[src/shared/drive_safety_consts.svh]
// constants for the drive safety supervisor: thresholds, stop codes, reset values
// assumes speeds in rpm or mm/min and positions in signed encoder units
`ifndef DRIVE_SAFETY_CONSTS_SVH
`define DRIVE_SAFETY_CONSTS_SVH
`define SPINDLE_STANDSTILL_RPM    16'h000a
`define AXIS_STANDSTILL_MM_MIN    16'h0032
`define STOP_CODE_NONE            2'h0
`define STOP_CODE_SS2             2'h1
`define STOP_CODE_SS1             2'h2
`define STOP_CODE_SS0             2'h3
`define SS2_TIMER_WIDTH           16
`define FLAG_RESET                1'h0
`define ROOM_RESET                2'h0
`endif

[src/shared/drive_safety_pkg.sv]
// types shared by the drive safety supervisor and its per-axis checker
// assumes drive_safety_consts.svh is on the include path
package drive_safety_pkg;
   typedef enum logic [1:0]
   {
      stop_none = 2'b00,
      stop_ss2  = 2'b01,
      stop_ss1  = 2'b10,
      stop_ss0  = 2'b11
   } stop_e;
   typedef logic [15:0] speed_t;
   typedef logic signed [31:0] pos_t;
endpackage : drive_safety_pkg

[src/rtl/axis_limit_check.sv]
// per-axis speed and position comparisons of one channel
// assumes both channels feed their own measured values; purely combinational
`timescale 1ns/1ps
`include "drive_safety_consts.svh"
module axis_limit_check
(
   input  wire logic                      is_spindle,
   input  wire drive_safety_pkg::speed_t  speed_abs,
   input  wire drive_safety_pkg::speed_t  speed_limit,
   input  wire drive_safety_pkg::pos_t    position,
   input  wire drive_safety_pkg::pos_t    positive_position_limit,
   input  wire drive_safety_pkg::pos_t    negative_position_limit,
   input  wire drive_safety_pkg::speed_t  standstill_travel,
   input  wire drive_safety_pkg::speed_t  standstill_path_limit,
   output logic                           at_standstill,
   output logic                           over_speed,
   output logic                           above_positive,
   output logic                           below_negative,
   output logic                           path_exceeded
);
   import drive_safety_pkg::*;
   always_comb
   begin
      // spindle threshold in rpm, axis in mm/min
      if (is_spindle)
         at_standstill = speed_abs < `SPINDLE_STANDSTILL_RPM;
      else
         at_standstill = speed_abs < `AXIS_STANDSTILL_MM_MIN;
      // axis-specific limit, never a path speed
      over_speed     = speed_abs > speed_limit;
      above_positive = position > positive_position_limit;
      below_negative = position < negative_position_limit;
      path_exceeded  = standstill_travel > standstill_path_limit;
   end
endmodule : axis_limit_check

[src/rtl/drive_safety_monitor.sv]
// dual-channel drive safety supervisor: torque off, standstill, limited speed,
// limited position, reference-run gating and graded stop reactions
// assumes inputs synchronous to mclk; both channels present measured values per axis
//
// Operation
// - torque-off request forces all per-axis pulse outputs of both channels inactive.
// - main channel also drops both global torque-off outputs during torque off.
// - standstill monitoring off during torque off, except cut-out channel test.
// - torque off in one channel only: other channel watches standstill position.
// - torque off drops machine control voltage latch via global output; line stays.
// - safe operating stop keeps control running; both channels watch standstill.
// - standstill means spindle below 10 rpm, axis below 50 mm/min.
// - exceeding standstill speed during safe operating stop starts stop category 1.
// - exceeding standstill path under threshold speed starts stop category 0.
// - first safety mode: guard door opening activates safe operating stop.
// - both channels compare nominal and actual values during safe operating stop.
// - limited speed watched with door open in every mode except first.
// - either channel seeing overspeed starts stop category 1.
// - speed compared per axis against own limit, never path speed.
// - limited speed becoming active while above limit stops at once.
// - speed-limit request clamps to mode speed; first mode commands stop.
// - both channels compare position against positive and negative limits; stop 1.
// - after first violation only return motion allowed; wrong way stops and blocks.
// - reference run: several unsupervised axes moving gives stop 2 to those groups.
// - door open: reference run needs start plus permissive key; closed: keys too.
// - axis traverse blocked in other modes until its reference run is done.
// - position mismatch marks axis unchecked; outside reference run, unchecked moves only with door closed.
// - stop 0 removes torque and applies brakes; restart only after power cycle.
// - stop 2 loads monitoring timers; at standstill non-spindle axes hold, spindle pulses stay on.
`timescale 1ns/1ps
`include "drive_safety_consts.svh"
module drive_safety_monitor
#(
   parameter int NUM_AXES = 4
)
(
   input  wire logic                                    mclk,
   input  wire logic                                    reset,
   // requests and operator inputs
   input  wire logic                                    torque_off_request,
   input  wire logic                                    cutout_test,
   input  wire logic                                    guard_door_open,
   input  wire logic                                    first_safety_mode,
   input  wire logic                                    speed_limit_request,
   input  wire logic                                    reference_mode,
   input  wire logic                                    program_start,
   input  wire logic                                    permissive_key,
   input  wire logic                                    direction_key,
   input  wire logic                                    limits_reconfigured,
   input  wire logic [NUM_AXES-1:0]                     is_spindle,
   input  wire logic [NUM_AXES-1:0]                     group_supervised,
   input  wire logic [NUM_AXES-1:0]                     reference_done,
   input  wire logic [NUM_AXES-1:0]                     position_mismatch,
   input  wire logic [NUM_AXES-1:0]                     moving_positive,
   input  wire logic [NUM_AXES-1:0]                     moving_negative,
   input  wire logic [NUM_AXES-1:0]                     nominal_actual_error,
   // per-axis values, main then drive channel
   input  wire drive_safety_pkg::speed_t [NUM_AXES-1:0] main_speed,
   input  wire drive_safety_pkg::speed_t [NUM_AXES-1:0] drive_speed,
   input  wire drive_safety_pkg::pos_t   [NUM_AXES-1:0] main_position,
   input  wire drive_safety_pkg::pos_t   [NUM_AXES-1:0] drive_position,
   input  wire drive_safety_pkg::speed_t [NUM_AXES-1:0] main_standstill_travel,
   input  wire drive_safety_pkg::speed_t [NUM_AXES-1:0] drive_standstill_travel,
   input  wire drive_safety_pkg::speed_t [NUM_AXES-1:0] speed_limit,
   input  wire drive_safety_pkg::pos_t   [NUM_AXES-1:0] positive_position_limit,
   input  wire drive_safety_pkg::pos_t   [NUM_AXES-1:0] negative_position_limit,
   input  wire drive_safety_pkg::speed_t [NUM_AXES-1:0] standstill_path_limit,
   input  wire logic [`SS2_TIMER_WIDTH-1:0]             ss2_timer_load,
   // outputs
   output logic [NUM_AXES-1:0]                          main_axis_pulse_off_n,
   output logic [NUM_AXES-1:0]                          drive_axis_pulse_off_n,
   output logic                                         main_global_torque_off_n,
   output logic                                         main_global_supply_off_n,
   output logic [NUM_AXES-1:0]                          brake_release,
   output logic [NUM_AXES-1:0]                          motion_enable,
   output logic                                         clamp_speed,
   output logic                                         command_stop,
   output logic                                         operating_stop_active,
   output logic                                         limited_speed_active,
   output logic [NUM_AXES-1:0]                          axis_unchecked,
   output drive_safety_pkg::stop_e                      stop_level,
   output logic                                         ss2_timeout
);
   import drive_safety_pkg::*;

   // ========
   // state
   typedef struct packed
   {
      stop_e                          stop;
      logic                           torque_off;
      logic                           latched_ss0;
      logic [NUM_AXES-1:0]            main_pulse_off_n;
      logic [NUM_AXES-1:0]            drive_pulse_off_n;
      logic                           global_off_n;
      logic [NUM_AXES-1:0]            brake_rel;
      logic [NUM_AXES-1:0]            motion_en;
      logic [NUM_AXES-1:0]            unchecked;
      logic [NUM_AXES-1:0]            pos_violated;
      logic [NUM_AXES-1:0]            pos_blocked;
      logic [NUM_AXES-1:0]            hold_axis;
      logic [`SS2_TIMER_WIDTH-1:0]    ss2_timer;
      logic                           ss2_timeout;
      logic                           clamp;
      logic                           cmd_stop;
   } state_s;

   state_s state_q;
   state_s state_d;

   // ========
   // per-axis comparisons, one checker per axis and channel
   logic [NUM_AXES-1:0] m_still, d_still, m_over, d_over;
   logic [NUM_AXES-1:0] m_hi, d_hi, m_lo, d_lo, m_path, d_path;

   genvar gi;
   generate
      for (gi = 0; gi < NUM_AXES; gi++)
      begin : g_axis
         axis_limit_check u_main
         (
            .is_spindle              (is_spindle[gi]),
            .speed_abs               (main_speed[gi]),
            .speed_limit             (speed_limit[gi]),
            .position                (main_position[gi]),
            .positive_position_limit (positive_position_limit[gi]),
            .negative_position_limit (negative_position_limit[gi]),
            .standstill_travel       (main_standstill_travel[gi]),
            .standstill_path_limit   (standstill_path_limit[gi]),
            .at_standstill           (m_still[gi]),
            .over_speed              (m_over[gi]),
            .above_positive          (m_hi[gi]),
            .below_negative          (m_lo[gi]),
            .path_exceeded           (m_path[gi])
         );
         axis_limit_check u_drive
         (
            .is_spindle              (is_spindle[gi]),
            .speed_abs               (drive_speed[gi]),
            .speed_limit             (speed_limit[gi]),
            .position                (drive_position[gi]),
            .positive_position_limit (positive_position_limit[gi]),
            .negative_position_limit (negative_position_limit[gi]),
            .standstill_travel       (drive_standstill_travel[gi]),
            .standstill_path_limit   (standstill_path_limit[gi]),
            .at_standstill           (d_still[gi]),
            .over_speed              (d_over[gi]),
            .above_positive          (d_hi[gi]),
            .below_negative          (d_lo[gi]),
            .path_exceeded           (d_path[gi])
         );
      end
   endgenerate

   // ========
   // reactions
   logic                sos_active;
   logic                sls_active;
   logic                standstill_watch;
   logic                req_ss0, req_ss1, req_ss2;
   logic [NUM_AXES-1:0] moving;
   logic [NUM_AXES-1:0] unsup_moving;
   logic [NUM_AXES-1:0] wrong_way;
   logic [NUM_AXES-1:0] pos_hit;
   logic                ref_permit;
   stop_e               new_stop;

   always_comb
   begin
      state_d = state_q;
      moving  = moving_positive | moving_negative;

      sos_active = first_safety_mode & guard_door_open;
      sls_active = guard_door_open & ~first_safety_mode;

      // torque off silences standstill watch, unless cut-out test runs
      standstill_watch = ~state_q.torque_off | cutout_test;

      req_ss0 = 1'b0;
      req_ss1 = 1'b0;
      req_ss2 = 1'b0;

      // both channels watch standstill and nominal-actual match
      if (sos_active & standstill_watch)
      begin
         if (|(~m_still | ~d_still))
            req_ss1 = 1'b1;
         if (|((m_path | d_path) & m_still & d_still))
            req_ss0 = 1'b1;
         if (|nominal_actual_error)
            req_ss1 = 1'b1;
      end

      // one-channel torque off: the live channel sees pulses off on the other
      if (|(main_axis_pulse_off_n ^ drive_axis_pulse_off_n) &
          |((~m_still | ~d_still | m_path | d_path) &
            (main_axis_pulse_off_n ^ drive_axis_pulse_off_n)))
         req_ss0 = 1'b1;

      // overspeed from either channel; a fresh activation above limit trips at once
      if (sls_active & |(m_over | d_over))
         req_ss1 = 1'b1;

      // position limits and return-travel permission
      pos_hit   = m_hi | d_hi | m_lo | d_lo;
      wrong_way = ((m_hi | d_hi) & moving_positive) | ((m_lo | d_lo) & moving_negative);
      for (int i = 0; i < NUM_AXES; i++)
      begin
         if (pos_hit[i] & ~state_q.pos_violated[i])
         begin
            state_d.pos_violated[i] = 1'b1;
            req_ss1 = 1'b1;
         end
         else if (state_q.pos_violated[i] & wrong_way[i])
         begin
            state_d.pos_blocked[i] = 1'b1;
            req_ss1 = 1'b1;
         end
         if (limits_reconfigured & ~pos_hit[i])
         begin
            state_d.pos_violated[i] = 1'b0;
            state_d.pos_blocked[i]  = 1'b0;
         end
      end

      // reference run: more than one unsupervised axis in motion
      unsup_moving = moving & ~group_supervised & ~is_spindle;
      if (reference_mode & ($countones(unsup_moving) > 1))
      begin
         req_ss2 = 1'b1;
         state_d.hold_axis = state_q.hold_axis | ~group_supervised;
      end

      // most severe request wins; stop 0 is held until power cycle
      new_stop = state_q.stop;
      if (req_ss0 | state_q.latched_ss0)
         new_stop = stop_ss0;
      else if (req_ss1 & (state_q.stop != stop_ss0))
         new_stop = stop_ss1;
      else if (req_ss2 & (state_q.stop == stop_none))
         new_stop = stop_ss2;
      state_d.stop = new_stop;
      if (new_stop == stop_ss0)
         state_d.latched_ss0 = 1'b1;

      // stop 2 timers and standstill hand-over
      if ((new_stop == stop_ss2) & (state_q.stop != stop_ss2))
      begin
         state_d.ss2_timer   = ss2_timer_load;
         state_d.ss2_timeout = 1'b0;
      end
      else if ((state_q.stop == stop_ss2) & (new_stop == stop_ss2))
      begin
         if (&(m_still & d_still) & ~req_ss2)
         begin
            // non-spindle axes hold in operating stop, spindle pulses stay on
            state_d.hold_axis = state_q.hold_axis | ~is_spindle;
            state_d.stop      = stop_none;
         end
         else if (state_q.ss2_timer == '0)
            state_d.ss2_timeout = 1'b1;
         else
            state_d.ss2_timer = state_q.ss2_timer - 1'b1;
      end
      if (state_q.ss2_timeout & (new_stop != stop_ss0))
         state_d.stop = stop_ss1;

      // stop 1 recovers on a new request for control voltage once torque is off
      if ((new_stop == stop_ss1) & state_q.torque_off & ~req_ss1 & ~req_ss2 & ~torque_off_request &
          (&(m_still & d_still)))
      begin
         state_d.stop        = stop_none;
         state_d.ss2_timeout = 1'b0;
      end
      if (~guard_door_open)
         state_d.hold_axis = '0;

      state_d.torque_off = torque_off_request | (new_stop == stop_ss0) |
                           ((new_stop == stop_ss1) & (&(m_still & d_still)));

      // pulses off in both channels; spindles held after stop 2 also go off
      state_d.main_pulse_off_n  = ~({NUM_AXES{state_d.torque_off}} | (state_d.hold_axis & is_spindle));
      state_d.drive_pulse_off_n = state_d.main_pulse_off_n;
      // global output also drops the control-voltage latch
      state_d.global_off_n = ~state_d.torque_off;
      state_d.brake_rel    = (new_stop == stop_ss0) ? '0 : state_d.main_pulse_off_n;

      // speed clamp request; first mode means stop
      state_d.clamp    = speed_limit_request & ~first_safety_mode;
      state_d.cmd_stop = (speed_limit_request & first_safety_mode) | (new_stop != stop_none);

      // checked state and motion permission
      state_d.unchecked = (state_q.unchecked | position_mismatch) & ~(reference_done & ~position_mismatch);
      ref_permit = guard_door_open ? (program_start & permissive_key)
                                   : (program_start | direction_key);
      if (reference_mode)
         state_d.motion_en = {NUM_AXES{ref_permit & ~state_d.torque_off}};
      else
         state_d.motion_en = reference_done & ~(state_d.unchecked & {NUM_AXES{guard_door_open}})
                           & ~state_d.pos_blocked & ~state_d.hold_axis & ~{NUM_AXES{state_d.torque_off}};
   end

   always_ff @(posedge mclk)
   begin
      if (reset)
      begin
         state_q            <= '0;
         state_q.torque_off <= 1'b1;
      end
      else
         state_q <= state_d;
   end

   // ========
   // outputs
   assign main_axis_pulse_off_n    = state_q.main_pulse_off_n;
   assign drive_axis_pulse_off_n   = state_q.drive_pulse_off_n;
   assign main_global_torque_off_n = state_q.global_off_n;
   assign main_global_supply_off_n = state_q.global_off_n;
   assign brake_release            = state_q.brake_rel;
   assign motion_enable            = state_q.motion_en;
   assign clamp_speed              = state_q.clamp;
   assign command_stop             = state_q.cmd_stop;
   assign operating_stop_active    = sos_active;
   assign limited_speed_active     = sls_active;
   assign axis_unchecked           = state_q.unchecked;
   assign stop_level               = state_q.stop;
   assign ss2_timeout              = state_q.ss2_timeout;
endmodule : drive_safety_monitor

[config.mk]
export PLATFORM = sky130hd
export DESIGN_NAME = drive_safety_monitor
export DESIGN_NICKNAME = d
export VERILOG_FILES = /design/src/shared/drive_safety_pkg.sv /design/src/rtl/axis_limit_check.sv /design/src/rtl/drive_safety_monitor.sv
export VERILOG_INCLUDE_DIRS = /design/src /design/src/shared
export SDC_FILE = /design/constraint.sdc
export NUM_CORES = 1
export LEC_CHECK = 0
export BUFFER_PORTS_ARGS = -buffer_cell sky130_fd_sc_hd__buf_4
export CORE_AREA = 5 5 376 378
export CTS_BUF_LIST = sky130_fd_sc_hd__clkbuf_16
export CTS_CLUSTER_DIAMETER = 30
export CTS_CLUSTER_SIZE = 16
export DETAILED_ROUTE_END_ITERATION = 8
export DIE_AREA = 0 0 381 383
export PLACE_DENSITY_LB_ADDON = 0.05
export SYNTH_ARGS = -nofsm -noshare
export SYNTH_HDL_FRONTEND = slang
export SYNTH_SLANG_ARGS = --single-unit
[constraint.sdc]
create_clock -name mclk -period 10.8 [get_ports mclk]
set_input_delay 0.54 -clock mclk [delete_from_list [all_inputs] [get_ports mclk]]
set_output_delay 0.54 -clock mclk [all_outputs]
set_load 0.01 [all_outputs]
==> key figures <==
Status
  • Outcome: finished, final reports clean

Clock network
  • Clk_lat worst skew: ~0.32 ns
  • CTS Hold Bufs: 0
  • Htree depth: 2
  • Worst-path clk slew: 0.09 ns
  • Clk sinks: 52
  • # Post-CTS Setup Buffers: 0
  • # resized after CTS: 0
  • CTS tree: done
  • Num CTS Buffers: 5
  • Clock root buffer: clkbuf_16
  • Clock tree buffer depth: 2

Synthesis
  • Synth top area share: 44.59%
  • Flop and latch count out of synthesis: 52
  • Synth top area cells: ha_1 (45%), inv_1 (7.8%), a21oi_1 (6.5%)
  • Syn Nets: 4495
  • Synth unique cells: 87
  • Synth cell count leaders: ha_1 (761), inv_1 (446), a21oi_1 (276)
  • Primary FF master, synth: dfxtp_1
  • Asr flop ratio synth: 0%
  • Post-synth EDFFs: 0
  • Mapped Avg Cell Area: 7.679 um^2
  • Syn Inst Count: around 2800
  • Register area share after synthesis: 4.875%
  • Cell taking the most area after synthesis: ha_1
  • Synthesized area: 21350 um^2
  • Top-count cell post-synth: ha_1
  • Yosys warns: 0

Placed design
  • Placed wire-length estimate: roughly 130000 um
  • IO Port Bufs: 980
  • Area post-placement: ~31000 um^2
  • Placer's final routability congestion estimate: 0.8625

Power
  • Clock share of power: 11.8%
  • Logic pwr share: 74.4%
  • Static leakage: 16.13 nW
  • Sw Ratio: 45.01%
  • Cell Pwr Density: 48.16 nW/um^2
  • Max VDD drop: 57.14 uV
  • NetSw: around 0.67 mW
  • P_int: 0.8209 mW
  • Sequential power share: between 10% and 20%

Worst setup path
  • Crit path capture type: flip-flop
  • Worst EP required: approximately 11 ns
  • CP arrival: 5.55 ns
  • Crit path kind: input pin to flip-flop
  • Critical Path Fanout Max: 19
  • CP startpoint kind: input pin

Layout
  • Sequential cell area: 1041 um^2
  • Final Instance Area: 31000 um^2
  • Area Growth Syn to Fin: 45.18%
  • Area of the multi-input gates: 18410 um^2
  • Share of cells above drive strength 1: a little over a quarter
  • Fill cell count: 15545
  • Final Net Count: 5451

Global routing
  • Total global-route track usage: between 10% and 20%
  • Initial antenna violation count: 36
  • Gr ovfl total: 0
  • Global-route wire length before repair: 184300 um
  • Pin count of the biggest net entering global routing: 36
  • Vias in the first global route: ~26000

Die
  • Core area: approximately 140000 um^2
  • Die height: 383 um
  • Ports: 981
  • Die X-Extent: 381 um
  • Die area: roughly 150000 um^2
  • FP Rows: around 140
  • Initial core utilization: 15.57%

Timing
  • Fmax: 187.4 MHz
  • Slew @ Worst Pin: 1.134 ns
  • RSZ-0062 raised after global routing: no
  • Clock skew: 0.01606 ns
  • Setup tns final: 0 ns
  • Max Slew Vio Count: 0
  • Rel. slew slack: around a quarter
  • Final period utilization: between 40% and 50%
  • Final Hold Fails: 0
  • Minimum clock period: 5.336 ns
  • Setup violations, final: 0

Route
  • WL final: 132000 um
  • DRT antenna net count: 0
  • Drt first pass iters: 6
  • Initial DRC Count: ~900
  • Via density per instance: approximately 4.3
  • Post-route DRC: 0
  • WL/cell: 23.75 um
  • Via count: 24082

Run
  • Max-cap violations: 0

Worst hold path
  • HP Class: input pin to flip-flop
-- sequential cells by signal, summed over array words and instances (netlist names) --
name and flops:
state_q 30, axis_unchecked 4, brake_release 4, drive_axis_pulse_off_n 4, motion_enable 4, stop_level 2
clamp_speed 1, command_stop 1, main_global_supply_off_n 1, ss2_timeout 1
-- cells in the final DEF (no fill, tap or decap), types with 52 or more instances in the layout --
cell type  count
buf_4        987
nand3_1       63
o21ai_0      121
nand4_1      130
inv_1        447
dfxtp_1       52
nor2_1        99
a21o_1        53
nand2_1      182
ha_1         761
a21oi_1      276
-- metal layers --
metal	global-route usage (%)	part of all wire [%]
met1	19.56	40
met3	4.287	6.1
met4	1.982	0.92
met5	0	0.095
met2	33.24	52
-- critical path, cell delays in order --
cell       delay [ns]
buf_4            0.15
ha_1             0.29
nand2_1          0.07
o21ai_0          0.19
a31oi_1          0.16
o41ai_1          0.94
a31oi_1          0.27
o32a_1           0.43
a2111oi_2        0.33
o2111ai_2        0.26
or4b_1           0.97
or4_4            0.70
o211a_1          0.22
-- layout make-up --
cell class                 count  share of cell area (%)
timing repair buffer         987                   23.90
clock buffer                   5                  0.4036
inverter                     447                   5.412
clock inverter                 3                 0.06457
antenna                       28                  0.2260
multi-input combinational   2244                   59.40
tap                         1794                   7.240
sequential                    52                   3.358
-- logic make-up (layout without fill, tap and decap cells) --
family,count (synthesis),in the layout,share of synthesized area [%]
AO/OA/AOI/OAI,778,778,24.03
XOR/XNOR,4,4,0.1641
adder cells (fa/ha/maj),762,762,44.68
buffers and inverters,485,1442,8.965
flip-flops,52,52,4.875
multiplexers,7,7,0.3340
other,0,28,0
AND/OR/NAND/NOR,693,693,16.95
-- worst paths after layout --
| path | endpoint | slack [ns] | cells past startpoint | startpoint |
|---|---|---|---|---|
| worst max-delay path | motion_enable[1]$_SDFF_PP0_ | 5.46 | 13 | main_position[39] |
| worst min-delay path | axis_unchecked[3]$_SDFF_PP0_ | 0.45 | 3 | position_mismatch[3] |
| worst max register to register | motion_enable[1]$_SDFF_PP0_ | 7.11 | 7 | state_q[53]$_SDFF_PP1_ |
| worst min register to register | axis_unchecked[1]$_SDFF_PP0_ | 0.51 | 2 | axis_unchecked[1]$_SDFF_PP0_ |
-- through the flow --
step	hold WS, ns	worst slack (ns)	std cells	util (%)	power (mW)
after floorplan	0.4524	6.647	2781	-	0.7504
after global placement	0.4767	4.882	5524	22.45	1.354
after detailed placement	0.4850	4.888	5524	22.45	1.337
after CTS	0.4407	5.246	5532	22.55	1.524
after global routing	0.4546	5.105	5543	22.57	1.657
final	0.4498	5.464	5560	22.60	1.493
-- power groups by stage --
stage                     registers, mW  clock network [mW]  logic, mW
final                             0.207               0.176       1.11
after floorplan                   0.208                   0      0.543
after global routing              0.208               0.189       1.26
after global placement            0.212                   0       1.14
after CTS                         0.207               0.183       1.13
after detailed placement          0.212                   0       1.13
Note: power is estimated with default switching activity, not from simulation.
